$ cat config.mk
export PLATFORM = sky130hd
export DESIGN_NAME = rcc_hold_line
export DESIGN_NICKNAME = d
export VERILOG_FILES = /design/src/hw/rcc_pkg.sv /design/src/hw/rcc_hold_line.sv
export SDC_FILE = /design/constraint.sdc
export NUM_CORES = 1
export LEC_CHECK = 0
export BUFFER_PORTS_ARGS = -buffer_cell sky130_fd_sc_hd__buf_2
export CELL_PAD_IN_SITES_DETAIL_PLACEMENT = 0
export CELL_PAD_IN_SITES_GLOBAL_PLACEMENT = 2
export CORE_AREA = 4 4 114 62
export CTS_CLUSTER_DIAMETER = 100
export CTS_CLUSTER_SIZE = 28
export DETAILED_ROUTE_END_ITERATION = 8
export DIE_AREA = 0 0 118 66
export GPL_TIMING_DRIVEN = 0
export PLACE_DENSITY = 0.81
export SLEW_MARGIN = 10
export SYNTH_ARGS = -nofsm -noshare
export SYNTH_HDL_FRONTEND = slang
export SYNTH_SLANG_ARGS = --single-unit
$ cat constraint.sdc
create_clock -name clk -period 3.4 [get_ports clk]
set_clock_uncertainty 0.2 [all_clocks]
set_input_delay 0.68 -clock clk [delete_from_list [all_inputs] [get_ports clk]]
set_output_delay 0.68 -clock clk [all_outputs]
set_load 0.02 [all_outputs]
$ cat src/hw/rcc_pkg.sv
package rcc_pkg;
  // register port, byte address = index * 4
  localparam int unsigned ADDR_W = 10;
  localparam logic [7:0] IDX_CFG  = 8'h31;
  localparam logic [7:0] IDX_STAT = 8'h38;
  localparam logic [7:0] IDX_MASK = 8'h39;
  localparam logic [7:0] IDX_INFO = 8'h3a;
  localparam logic [9:0] ADDR_CFG  = {IDX_CFG, 2'b00};
  localparam logic [9:0] ADDR_STAT = {IDX_STAT, 2'b00};
  localparam logic [9:0] ADDR_MASK = {IDX_MASK, 2'b00};
  localparam logic [9:0] ADDR_INFO = {IDX_INFO, 2'b00};
  // configuration word layout
  localparam int unsigned CFG_VAL_LSB = 16;
  localparam int unsigned CFG_FORCE   = 7;
  localparam int unsigned CFG_PASS    = 6;
  localparam int unsigned CFG_SEL_LSB = 3;
  localparam int unsigned CFG_TYPE    = 2;
  localparam int unsigned CFG_INV     = 1;
  localparam int unsigned CFG_EN      = 0;
  localparam logic [31:0] CFG_WMASK = 32'hffff_00ff;
  localparam logic [31:0] CFG_RESET = 32'h0000_0000;
  // preset selector codes and values
  typedef enum logic [2:0] {
    SEL_0000 = 3'b000,
    SEL_6363 = 3'b001,
    SEL_A671 = 3'b010,
    SEL_FFFF = 3'b011,
    SEL_0012 = 3'b100,
    SEL_E012 = 3'b101,
    SEL_RFU  = 3'b110,
    SEL_FREE = 3'b111
  } rcc_preset_sel_t;
  localparam logic [15:0] PRESET_0000 = 16'h0000;
  localparam logic [15:0] PRESET_6363 = 16'h6363;
  localparam logic [15:0] PRESET_A671 = 16'ha671;
  localparam logic [15:0] PRESET_FFFF = 16'hffff;
  localparam logic [15:0] PRESET_0012 = 16'h0012;
  localparam logic [15:0] PRESET_E012 = 16'he012;
  localparam logic [15:0] PRESET_RFU  = 16'h0000;
  localparam logic [15:0] PRESET_LSB_MASK = 16'h00ff;
  // crc shapes, lsb first
  localparam logic [15:0] POLY16 = 16'h8408;
  localparam logic [15:0] POLY5  = 16'h0014;
  localparam logic [15:0] MASK16 = 16'hffff;
  localparam logic [15:0] MASK5  = 16'h001f;
  localparam logic [15:0] RESID_PLAIN = 16'h0000;
  localparam logic [15:0] RESID_INV   = 16'hf0b8;
  localparam logic [4:0] LEN16 = 5'd16;
  localparam logic [4:0] LEN5  = 5'd5;
  localparam logic [4:0] HOLD_ONE = 5'd1;
  localparam int unsigned HOLD_DEPTH = 16;
  localparam int unsigned CNT_W = 12;
  // mode detector codes
  typedef enum logic [1:0] {
    PROTO_A    = 2'b00,
    PROTO_B    = 2'b01,
    PROTO_F    = 2'b10,
    PROTO_NONE = 2'b11
  } rcc_proto_t;
  // status bits
  localparam int unsigned ST_DONE = 0;
  localparam int unsigned ST_ERR  = 1;
  localparam int unsigned ST_MODE = 2;
  localparam int unsigned ST_W    = 3;
  typedef enum logic [1:0] {
    S_IDLE  = 2'b00,
    S_RECV  = 2'b01,
    S_FLUSH = 2'b10
  } rcc_state_t;
endpackage : rcc_pkg

$ cat src/hw/rcc_hold_line.sv
`timescale 1ns/10ps
`default_nettype none
module rcc_hold_line (
  // clock and reset
  input  wire logic       clk,
  input  wire logic       reset,
  // control
  input  wire logic       clear,
  input  wire logic       bypass,
  input  wire logic [4:0] len,
  input  wire logic       push,
  input  wire logic       din,
  input  wire logic       pop,
  // output side
  output logic            emit_valid,
  output logic            emit_bit,
  output logic [4:0]      count
);
  localparam int D = rcc_pkg::HOLD_DEPTH;
  logic [D-1:0] hold_reg;
  logic [D-1:0] hold_next;
  logic [4:0]   cnt_reg;
  logic [4:0]   cnt_next;
  wire          full = cnt_reg == len;
  wire          drain = pop && cnt_reg != '0;

  // the last len bits stay back: they may be the crc
  always_comb begin
    hold_next = hold_reg;
    cnt_next  = cnt_reg;
    if (clear) begin
      cnt_next = '0;
    end else if (push && !bypass) begin
      if (full) begin
        for (int i = 0; i < D; i++) begin
          hold_next[i] = (i == int'(len) - 1) ? din : ((i < D - 1) ? hold_reg[i + 1] : 1'b0);
        end
      end else begin
        hold_next[cnt_reg[3:0]] = din;
        cnt_next = cnt_reg + 5'd1;
      end
    end else if (drain && !push) begin
      hold_next = {1'b0, hold_reg[D-1:1]};
      cnt_next  = cnt_reg - 5'd1;
    end
  end

  always_ff @(posedge clk) begin
    if (reset) begin
      hold_reg <= '0;
      cnt_reg  <= '0;
    end else begin
      hold_reg <= hold_next;
      cnt_reg  <= cnt_next;
    end
  end

  assign emit_valid = clear ? 1'b0 : (push ? (bypass || full) : drain);
  assign emit_bit   = (push && bypass) ? din : hold_reg[0];
  assign count      = cnt_reg;
endmodule : rcc_hold_line
`default_nettype wire

Word-level counts from Yosys, hierarchy flattened. Cells that the tools add are included.

Add/subtract/negate cells: 3. Order comparisons: 2. Equality and inequality tests: 17. Muxes and demuxes: 28. Bitwise gates (word level): 1. Reduce and logical (&&, ||, !) cells: 14.

Operator list (number): 5-bit by 6-bit == test with 1-bit output (first input constant) (8); 16-bit two-way mux (3); 32-bit zero test (1); 4-bit by 6-bit == test with 1-bit output (first input constant) (4); 1-bit two-way mux (20); 16-bit bitwise mux (1); 5-bit two-way mux (3); 3-bit by 6-bit == test with 1-bit output (first input constant) (2); 2-bit by 6-bit == test with 1-bit output (first input constant) (1); 5-bit by 1-bit subtractor with 6-bit output (second input constant) (1); 5-bit by 1-bit adder with 5-bit output (second input constant) (1); 5-bit == test (1); 1-bit logical AND (5); 4-bit by 5-bit less-than comparator with 1-bit output (second input constant) (1); 5-bit nonzero test (1); 5-bit by 1-bit subtractor with 5-bit output (second input constant) (1); 1-bit demux with 4-bit select (1); 4-bit by 1-bit greater-or-equal comparator with 1-bit output (second input constant) (1); 2-bit AND reduction (2); 1-bit zero test (2); 2-bit inequality test (second input constant) (1); 2-bit nonzero test (1); 2-bit OR reduction (1); 1-bit logical OR (1); 1-bit NOT (1).

Flip-flop bits (word level): 21. Input bits: 12. Output and inout bits: 7. Word-level logic and storage cells: 67.

Logic depth before layout (Yosys ltp). Gate-level depths: netlist (run 1).

Word-level depth: 7. Gate-level depth with buffers: 9. Depth with buffers taken out: 8.

Least setup slack after synthesis (run 1). Ideal clock, no wire load.

Path kind: in2out. Start: in len[1]. End: out emit_valid. Arrival time: 1950 ps. Required time: 2520 ps. Slack: 570 ps. Stages: 6. Buffers on the path: 2. Path through: xnor2_1 -> and2_1 -> clkbuf_1 -> a21oi_2 -> buf_2 -> nor3_1.

Longest elaborated chain between the ends: 4.

Ends and longest elaborated chain: start: declaration (RTL line rcc_hold_line.sv:10) `input wire logic [4:0] len,`; 5-bit == test (RTL line rcc_hold_line.sv:24) `wire full = cnt_reg == len;`; 1-bit logical OR (RTL line rcc_hold_line.sv:58) `assign emit_valid = clear ? 1'b0 : (push ? (bypass || full) : drain);`; 1-bit two-way mux (2 in series) (RTL line rcc_hold_line.sv:58); end: declaration (RTL line rcc_hold_line.sv:15) `output logic emit_valid,`.

Every way passes these cells.

Final worst setup path (run 1). Ends and elaborated chain as after synthesis.

==> impl_results.md, run 1 <==
- Synth Instances: roughly 270
- Fin crit share: 0.9254
- Post-synthesis register bit count: 21
- Largest delay share family, worst path: buffers and inverters
- CP cell instances: buf_2 -> xnor2_1 -> and2_1 -> clkbuf_1 -> a21oi_2 -> buf_2 -> nor3_1 -> buf_2
- Pwr dens: ~340 nW/µm²
- Endpoints failing hold: 0
- Max reg flops: 16
- Crit Path Category: in2out
- Reg power frac: 0.347
- Setup ws final: 253.6 ps
- # clock sinks: 21
- Most frequent cells in the layout: a21oi_1 (36), buf_2 (22), dfxtp_1 (21), nor2_1 (20), clkbuf_1 (17)
- Hold path startpoint: hold_reg[0]
- Crit-path most repeated cell: buf_2
- Vias in the first global route: between 2,000 and 2,500
- Worst Path Required: about 2500 ps
- Diodes inserted: 0
- Routed WL: approximately 7400 µm
- Cts bufs inserted: 3
- Most common cell after layout, fill and taps aside: a21oi_1
- Die X: roughly 120 µm
- P&R area growth vs syn: 12.77%
- Clock Latency Late Sink: ~260 ps
- # port buffers: 17
- Register area: 420.4 µm²
- Clock Tree Root: clkbuf_16
- Fillcell total: roughly 650
- HP Class: reg2reg
- HPWL after DPL: 5269 µm
- RSZ-0062 raised after global routing: no
- Max cap viols: 0
- First-pass GRT wire length: approximately 12,000 µm
- Initial antenna violation count: 0
- Largest net degree at the start of global routing: 13
- Int Power: roughly 500 µW
- # IOs: 19
- Multi-input logic area: about 1500 µm²
- Crit. Startpoint: len[1]
- Pleak: approximately 0.0008 µW
- CP Capture Type: output pin
- DP Worst Slack: about 320 ps
- Die area: roughly 7800 µm²
- Remaining antenna violation count after routing: 0
- Fraction of registers with async set/reset: 0
- Via-per-instance ratio: between 6 and 7
- Arrival @ worst endpoint: 2270 ps
- Most used DFF post-synth: dfxtp_1
- Core area: approximately 6000 µm²
- CP peak stage delay: between 300 and 400 ps
- Fin. max-slew vios: 0
- Rel. slew slack: 0.5136
- Yosys top cell area share: 0.2054
- Routed length per instance: approximately 20 µm
- Initial DRC Count: about 270
- Die Ht: between 60 and 70 µm
- Sequential area share after synthesis: 0.2054
- Overall Global Routing Usage: 0.1915
- Site Rows: 20
- H-Tree Level Count: 1
- Clk slew on worst S/H paths: roughly 60 ps
- GPL Wtd Cong: 0.9169
- Switch Pwr: around 280 µW
- Avg Inst Size Synth: 7.498 µm²
- Bufs and invs on worst path: 4
- Top post-synthesis cells by area: dfxtp_1 (21%), a21oi_1 (8.8%), a221oi_1 (5.6%), o211ai_1 (4.8%), o31ai_1 (4.8%)
- GRT Residual Overflow: 0
- Crit Reg-Reg Startpoint: count[1]
- CP Max Fanout: 10
- Yosys top cell by area: dfxtp_1
- Slowest-stage cell, CP: clkbuf_1
- Synth warn: 0
- Post-synth EDFFs: 0
- Vias: ~2,300
- Post-cts sizing count: 0
- Least-Margin Pin Slew: ~730 ps
- DRC: 0
- CTS Buffer Depth: 2
- Worst VDD drop: ~0.17 mV
- Synth unique cells: 54
- Crit path launch type: primary input
- First drt pass iteration count: 7
- Outcome: complete, no violations
- Combinational share of power: 0.311
- FMAX: 0.3178 GHz
- Power share of the clock group: 0.342
- Layout cells sized above 1: 0.1803
- Clock period minus worst slack: about 3100 ps
- CTS tree: yes
- Hold buffers post-CTS: 0
- Setup tns final: 0 ps
- Synth Net Count: around 290
- Post CTS Setup Buffer Count: 0
- Tot Pwr: a little under 800 µW
- Starting Density: 0.3437
- Final-report setup violation count: 0
- Final net count: 311
- Sw frac: 0.3605
- Cell Area, Synth: roughly 2000 µm²
[layer usage]
| metal | part of all wire | track usage | up-vias |
|---|---|---|---|
| met5 | 0 | 0 | - |
| met4 | 0.014 | 0.05401 | 0 |
| met3 | 0.078 | 0.03846 | 8 |
| met2 | 0.43 | 0.2974 | 106 |
| met1 | 0.47 | 0.2694 | 1100 |
| li1 | - | - | 1092 |
[per-stage QoR]
step / cells / hold slack, ps / area (µm²) / utilization
2_1_floorplan: 273 / 245.7 / 2047 / -
3_3_place_gp: 367 / 259.1 / 2228 / 0.3742
3_5_place_dp: 367 / 263.2 / 2228 / 0.3742
4_1_cts: 371 / 274.4 / 2308 / 0.3876
5_1_grt: 371 / 297.7 / 2308 / 0.3876
6_report: 371 / 273.8 / 2308 / 0.3876
[path summary, 6_finish.rpt]
path,to,slack [ps],depth (start not counted)
setup / recovery,emit_valid,250,8
hold / removal,hold_reg[0],270,2
setup reg to reg,hold_reg[8],880,8
hold reg to reg,hold_reg[0],270,2
[kinds of logic after synthesis]
group                    synth area share
AO/OA/AOI/OAI                      0.4254
XOR/XNOR                          0.02995
adder cells (fa/ha/maj)           0.02812
buffers and inverters             0.07640
flip-flops                         0.2054
multiplexers                      0.02139
AND/OR/NAND/NOR                    0.2133
[worst reg2reg max path, cell delays in order, from the launching register on]
cell and delay [ps]:
dfxtp_1 410, buf_6 170, xnor2_1 140, and2_1 140, clkbuf_1 380, clkbuf_1 460, a21oi_1 130, o21ai_0 270
a211oi_2 110
[cells in the mapped netlist (all sizes together), types with 2 or more instances]
cell and count:
nand2 13, ha 3, a211oi 13, inv 4, and3 12, o211ai 13, xnor2 6, a221oi 14
nor3 6, nand2b 2, nand3 10, dfxtp 21, a21o 5, nor2 20, or3b 2, mux2 3
or2 2, o21a 2, o21ai 17, nor2b 6, o31ai 13, clkbuf 17, nand3b 2, a21oi 38
buf 11
[power groups by stage]
stage / combinational [µW] / clock, µW / sequential, µW
5_1_grt: 265 / 283 / 274
4_1_cts: 238 / 271 / 272
3_3_place_gp: 235 / 0 / 277
6_report: 244 / 268 / 272
2_1_floorplan: 164 / 0 / 278
3_5_place_dp: 236 / 0 / 277
[final cells by class]
cell class,instances,share of cell area
clock inverters,1,0.002168
inverters,4,0.006504
well taps,77,0.04173
plain buffers,28,0.06125
flip-flops and latches,21,0.1821
multi-input cells,220,0.6369
clock buffers,3,0.03252
repair buffers,17,0.03686
No activity file was read; power rests on OpenSTA's default activity.
==> inputs of run 2 (changes only) <==
clock period = 3.14 ns   (was 3.4 ns; I/O delays follow)
==> impl_results.md, run 2 (synthesis results as in run 1) <==
- Site Rows: 20 (unchanged)
- Most frequent cells in the layout: a21oi_1 (36), buf_2 (22), dfxtp_1 (21), nor2_1 (20) (was a21oi_1 (36), buf_2 (22), dfxtp_1 (21), nor2_1 (20), clkbuf_1 (17))
- Hold buffers post-CTS: 0 (unchanged)
- Remaining antenna violation count after routing: 0 (unchanged)
- Diodes inserted: 0 (unchanged)
- Crit path launch type: flop (was primary input)
- First drt pass iteration count: 5 (was 7)
- Routed length per instance: 19.97 µm (was 19.91 µm)
- GPL Wtd Cong: 0.9169 (unchanged)
- Fin crit share: 0.9579
- Die Ht: 66 µm (unchanged)
- Max cap viols: 0 (unchanged)
- Worst Path Required: 2310 ps (was 2520 ps)
- Clock Tree Root: clkbuf_16 (unchanged)
- Initial antenna violation count: 0 (unchanged)
- P&R area growth vs syn: 12.59% (was 12.77%)
- # clock sinks: 21 (unchanged)
- Fillcell total: 654 (unchanged)
- Endpoints failing hold: 0 (unchanged)
- RSZ-0062 raised after global routing: no (unchanged)
- Starting Density: 0.3437 (unchanged)
- Crit Path Category: reg2out (was in2out)
- # IOs: 19 (unchanged)
- HP Class: reg2reg (unchanged)
- Final net count: 310 (was 311)
- Vias: 2,320 (was 2,306)
- WHS: 273.9 ps (was 273.8 ps)
- Pwr dens: 368.2 nW/µm² (was 339.7 nW/µm²)
- Rel. slew slack: 0.5033 (was 0.5136)
- Setup tns final: 0 ps (unchanged)
- Worst VDD drop: 0.1858 mV (was 0.1728 mV)
- Pleak: 0.0007970 µW (was 0.0007982 µW)
- CP Max Fanout: 10 (unchanged)
- # port buffers: 17 (unchanged)
- Largest net degree at the start of global routing: 13 (unchanged)
- Via-per-instance ratio: 6.270 (was 6.216)
- H-Tree Level Count: 1 (unchanged)
- Multi-input logic area: 1470 µm² (unchanged)
- Final-report setup violation count: 0 (unchanged)
- FMAX: between 0.3 and 0.4 GHz
- Arrival @ worst endpoint: 2180 ps (was 2270 ps)
- Post CTS Setup Buffer Count: 0 (unchanged)
- CTS Buffer Depth: 2 (unchanged)
- DRC: 0 (unchanged)
- Core area: 5956 µm² (unchanged)
- Layout cells sized above 1: 0.1809 (was 0.1803)
- Register area: 420.4 µm² (unchanged)
- Clk slew on worst S/H paths: 60 ps (about the same)
- Outcome: complete, no violations (unchanged)
- Most common cell after layout, fill and taps aside: a21oi_1 (unchanged)
- Overall Global Routing Usage: 0.1915 (unchanged)
- Max reg flops: 16 (unchanged)
- Die area: 7788 µm² (unchanged)
- CP Capture Type: output pin (unchanged)
- Cts bufs inserted: 3 (unchanged)
- First-pass GRT wire length: 12,010 µm (unchanged)
- CTS tree: yes (unchanged)
- GRT Residual Overflow: 0 (unchanged)
- HPWL after DPL: 5269 µm (unchanged)
- Least-Margin Pin Slew: 745.0 ps (was 729.6 ps)
- Die X: 118 µm (unchanged)
- Clock period minus worst slack: approximately 3000 ps
- Fin. max-slew vios: 0 (unchanged)
- Vias in the first global route: 2,238 (unchanged)
- Clock Latency Late Sink: 270 ps (was 260 ps)
- Non-filler cells, final: 370 (was 371)
- Initial DRC Count: 242 (was 267)
- Cells after DPL: 367 (unchanged)
- Post-cts sizing count: 0 (unchanged)
- Routed WL: 7388 µm (was 7387 µm)
==> run 2: through the flow <==
stage	util	instance area, µm²	setup WS, ps	power (µW)
CTS	0.3876	2308	97.06	844.8
floorplan	-	2047	390.0	478.2
global placement	0.3742	2228	163.6	554.7
global route	0.3870	2305	24.20	888.1
finish	0.3870	2305	132.3	848.7
detailed placement	0.3742	2228	162.9	556.1
==> run 2: final timing paths <==
check,to,slack [ps],startpoint,depth (start not counted)
worst min-delay path,hold_reg[0],270,hold_reg[0],2
worst max register to register,hold_reg[8],680,count[3],8
worst min register to register,hold_reg[0],270,hold_reg[0],2
worst max-delay path,emit_valid,130,count[3],8
==> run 2: area by class of cell <==
class,instances,area share
multi-input cells,220,0.6379
flip-flops and latches,21,0.1824
plain buffers,27,0.05972
well taps,77,0.04180
repair buffers,17,0.03692
clock buffers,3,0.03257
inverters,4,0.006515
clock inverters,1,0.002172
==> run 2: per-layer routing <==
layer,vias to the layer above,part of all wire,global-route usage
met2,142,0.43,0.2974
met1,1079,0.46,0.2694
met4,0,0.016,0.05401
met5,-,0,0
met3,12,0.10,0.03846
li1,1087,-,-
==> run 2: where the power goes <==
group	internal, µW	switching (µW)
combinational	88.7	174
clock	172	119
sequential	282	12.7
total	543	306
==> run 2: worst max-delay path, cell delays in order, from the launching register on <==
cell and delay (ps):
dfxtp_1 390, buf_2 270, xnor2_1 120, and3_1 190, buf_2 180, a21oi_2 230
buf_2 300, nor3_1 80, buf_2 160
==> inputs of run 3 (changes only) <==
ABC_AREA = 1   (was not set)
CORE_AREA = 4 4 125 67   (was 4 4 114 62)
DIE_AREA = 0 0 129 71   (was 0 0 118 66)
PLACE_DENSITY = 0.82   (was 0.81)
==> impl_results.md, run 3 <==
- WHS: 315.8 ps (was 273.9 ps)
- Hold buffers post-CTS: 0 (unchanged)
- Die area: 9159 µm² (was 7788 µm²)
- HP Class: reg2reg (unchanged)
- Clock Latency Late Sink: 270 ps (about the same)
- Vias in the first global route: 2,319 (was 2,238)
- Top post-synthesis cells by area: nand2_1 (25%), dfxtp_1 (19%), nand3_1 (11%), nor2_1 (8.2%), inv_1 (7.5%) (was dfxtp_1 (21%), a21oi_1 (8.8%), a221oi_1 (5.6%), o211ai_1 (4.8%), o31ai_1 (4.8%))
- Largest delay share family, worst path: simple AND/OR/NAND/NOR gates (was buffers and inverters)
- CTS Buffer Depth: 2 (unchanged)
- Pleak: 0.001289 µW (was 0.0007970 µW)
- Cts bufs inserted: 3 (unchanged)
- Synth Net Count: 420 (was 289)
- Die Ht: 71 µm (was 66 µm)
- Most common library cells after synthesis: nand2_1 (148), nand3_1 (49), nor2_1 (48), inv_1 (44), dfxtp_1 (21) (was a21oi_1 (36), dfxtp_1 (21), nor2_1 (20), clkbuf_1 (17), o21ai_0 (16))
- Slowest-stage cell, CP: dfxtp_1 (unchanged)
- Layout cells sized above 1: 0.1182 (was 0.1809)
- CP peak stage delay: 530 ps (was 390 ps)
- Site Rows: 22 (was 20)
- Clk slew on worst S/H paths: 70 ps (was 60 ps)
- # port buffers: 16 (was 17)
- Final core occ: 0.3432 (was 0.3870)
- Avg Inst Size Synth: 5.441 µm² (was 7.498 µm²)
- Tot Pwr: 888.6 µW (was 848.7 µW)
- CTS tree: yes (unchanged)
- Setup tns final: 0 ps (unchanged)
- Sequential area share after synthesis: 0.1912 (was 0.2054)
- Bufs and invs on worst path: 2 (was 4)
- Endpoints failing hold: 0 (unchanged)
- Routed WL: 7669 µm (was 7388 µm)
- Starting Density: 0.3048 (was 0.3437)
- Cell Area, Synth: 2198 µm² (was 2047 µm²)
- Routed length per instance: 14.78 µm (was 19.97 µm)
- Overall Global Routing Usage: 0.1703 (was 0.1915)
- Yosys top cell by area: nand2_1 (was dfxtp_1)
- Pwr dens: 359.0 nW/µm² (was 368.2 nW/µm²)
- Non-filler cells, final: 519 (was 370)
- GRT Residual Overflow: 0 (unchanged)
- Synth unique cells: 28 (was 54)
- Clock period minus worst slack: 2642 ps (was 3008 ps)
- Final net count: 440 (was 310)
- Crit-path most repeated cell: nand2_1 (was buf_2)
- Synth warn: 0 (unchanged)
- Fin crit share: 0.8413 (was 0.9579)
- Initial antenna violation count: 0 (unchanged)
- Rel. slew slack: 0.5485 (was 0.5033)
- Clock Tree Root: clkbuf_16 (unchanged)
- Diodes inserted: 0 (unchanged)
- CP Capture Type: output pin (unchanged)
- Count leader, synth: nand2_1 (was a21oi_1)
- Least-Margin Pin Slew: 677.3 ps (was 745.0 ps)
- RSZ-0062 raised after global routing: no (unchanged)
- Post-synthesis register bit count: 21 (unchanged)
- # IOs: 19 (unchanged)
- # clock sinks: 21 (unchanged)
- Fillcell total: 849 (was 654)
- Fraction of registers with async set/reset: 0 (unchanged)
- H-Tree Level Count: 1 (unchanged)
- Max reg flops: 16 (unchanged)
- Most frequent cells in the layout: nand2_1 (148), nand3_1 (49), nor2_1 (48), inv_1 (44), buf_2 (25) (was a21oi_1 (36), buf_2 (22), dfxtp_1 (21), nor2_1 (20))
- Crit Path Category: reg2out (unchanged)
- Die X: 129 µm (was 118 µm)
- Remaining antenna violation count after routing: 0 (unchanged)
- Worst VDD drop: 0.2247 mV (was 0.1858 mV)
- Synth Instances: 404 (was 273)
- Crit path launch type: flop (unchanged)
- Cells after DPL: 516 (was 367)
- P&R area growth vs syn: 12.58% (was 12.59%)
- Yosys top cell area share: 0.2527 (was 0.2054)
- Most used DFF post-synth: dfxtp_1 (unchanged)
- Initial DRC Count: 208 (was 242)
- CP Max Fanout: 8 (was 10)
- Post-synth EDFFs: 0 (unchanged)
- First-pass GRT wire length: 12,210 µm (was 12,010 µm)
- Max cap viols: 0 (unchanged)
- HPWL after DPL: 5885 µm (was 5269 µm)
- Fin. max-slew vios: 0 (unchanged)
- Core area: 7212 µm² (was 5956 µm²)
- Vias: 2,566 (was 2,320)
- GPL Wtd Cong: 0.8461 (was 0.9169)
- Final-report setup violation count: 0 (unchanged)
- Largest net degree at the start of global routing: 14 (was 13)
- Arrival @ worst endpoint: 1810 ps (was 2180 ps)
- CP cell instances: inv_1 -> nand2_1 -> nand2_1 -> nor2_2 -> nand3_4 -> nand2_1 -> nand2_1 -> nor2_1 -> buf_2 (was buf_2 -> xnor2_1 -> and3_1 -> buf_2 -> a21oi_2 -> buf_2 -> nor3_1 -> buf_2)
- FMAX: 0.3786 GHz (was 0.3325 GHz)
- First drt pass iteration count: 5 (unchanged)
- Outcome: complete, no violations (unchanged)
- Post-cts sizing count: 0 (unchanged)
- Via-per-instance ratio: 4.944 (was 6.270)
- Most common cell after layout, fill and taps aside: nand2_1 (was a21oi_1)
- Worst Path Required: 2310 ps (about the same)
- DRC: 0 (unchanged)
## run 3: cell count changes in the layout (fill, tap and decap cells not counted), sizes merged, moves of 10 or more
| cell | change |
|---|---|
| nand2 | +136 |
| inv | +45 |
| nand3 | +40 |
| nor2 | +34 |
| a21oi | -23 |
| a221oi | -14 |
| a211oi | -13 |
| clkbuf | -13 |
| o31ai | -13 |
| and3 | -12 |
| o21ai | -11 |
| nand4 | +10 |
## run 3: area by class of cell
cell class | instances | area, µm² | share of cell area
Clock inverter | 1 | 5.005 | 0.002022
Buffer | 17 | 105.1 | 0.04247
Tap cell | 96 | 120.1 | 0.04853
Timing Repair Buffer | 16 | 80.08 | 0.03236
Inverter | 50 | 187.7 | 0.07583
Multi-Input combinational cell | 315 | 1481 | 0.5986
Sequential cell | 21 | 420.4 | 0.1699
Clock buffer | 3 | 75.07 | 0.03033
## run 3: tightest hold or removal path, stage by stage (launching register included)
cell and delay [ps]:
dfxtp_1 340, nand2_1 70, a21boi_1 50
## run 3: where the power goes
part	switching (µW)	internal [µW]	total, µW
Sequential	19.3	288	307
Combinational	191	93.7	285
Clock	124	172	296
Total	335	554	889
## run 3: metal layers
metal | global-route usage | up-vias | routed length [µm]
met1 | 0.2548 | 1162 | 4020
met4 | 0.04191 | 0 | 112
met5 | 0 | - | 0
met2 | 0.2466 | 87 | 2988
met3 | 0.03469 | 9 | 547
li1 | - | 1308 | -
## run 3: what timing repair did
| action | in CTS | in global routing |
|---|---|---|
| setup endpoints to repair | 0 | 1 |
| buffers inserted | 0 | 0 |
| endpoints found under the hold margin | 0 | 0 |
## run 3: final timing paths
kind | from | end | slack (ps) | cells after the start
max | count[1] | emit_valid | 500 | 9
min | count[4] | count[4] | 320 | 2
max reg2reg | count[2] | hold_reg[12] | 930 | 11
min reg2reg | count[4] | count[4] | 320 | 2
## run 3: stage by stage
step | setup WS [ps] | cell area [µm²]
2_1_floorplan | 462.8 | 2198
3_3_place_gp | -81.13 | 2399
3_5_place_dp | -88.41 | 2399
4_1_cts | 180.5 | 2479
5_1_grt | 363.5 | 2475
6_report | 498.4 | 2475
## run 3: logic make-up after synthesis
logic type,synth area share
AOI/OAI and AO/OA,0.07342
xor gates and xnor gates,0.01593
adders and majority gates,0.02618
buffers and inverters,0.1349
DFF,0.1912
and+or+nand+nor,0.5583
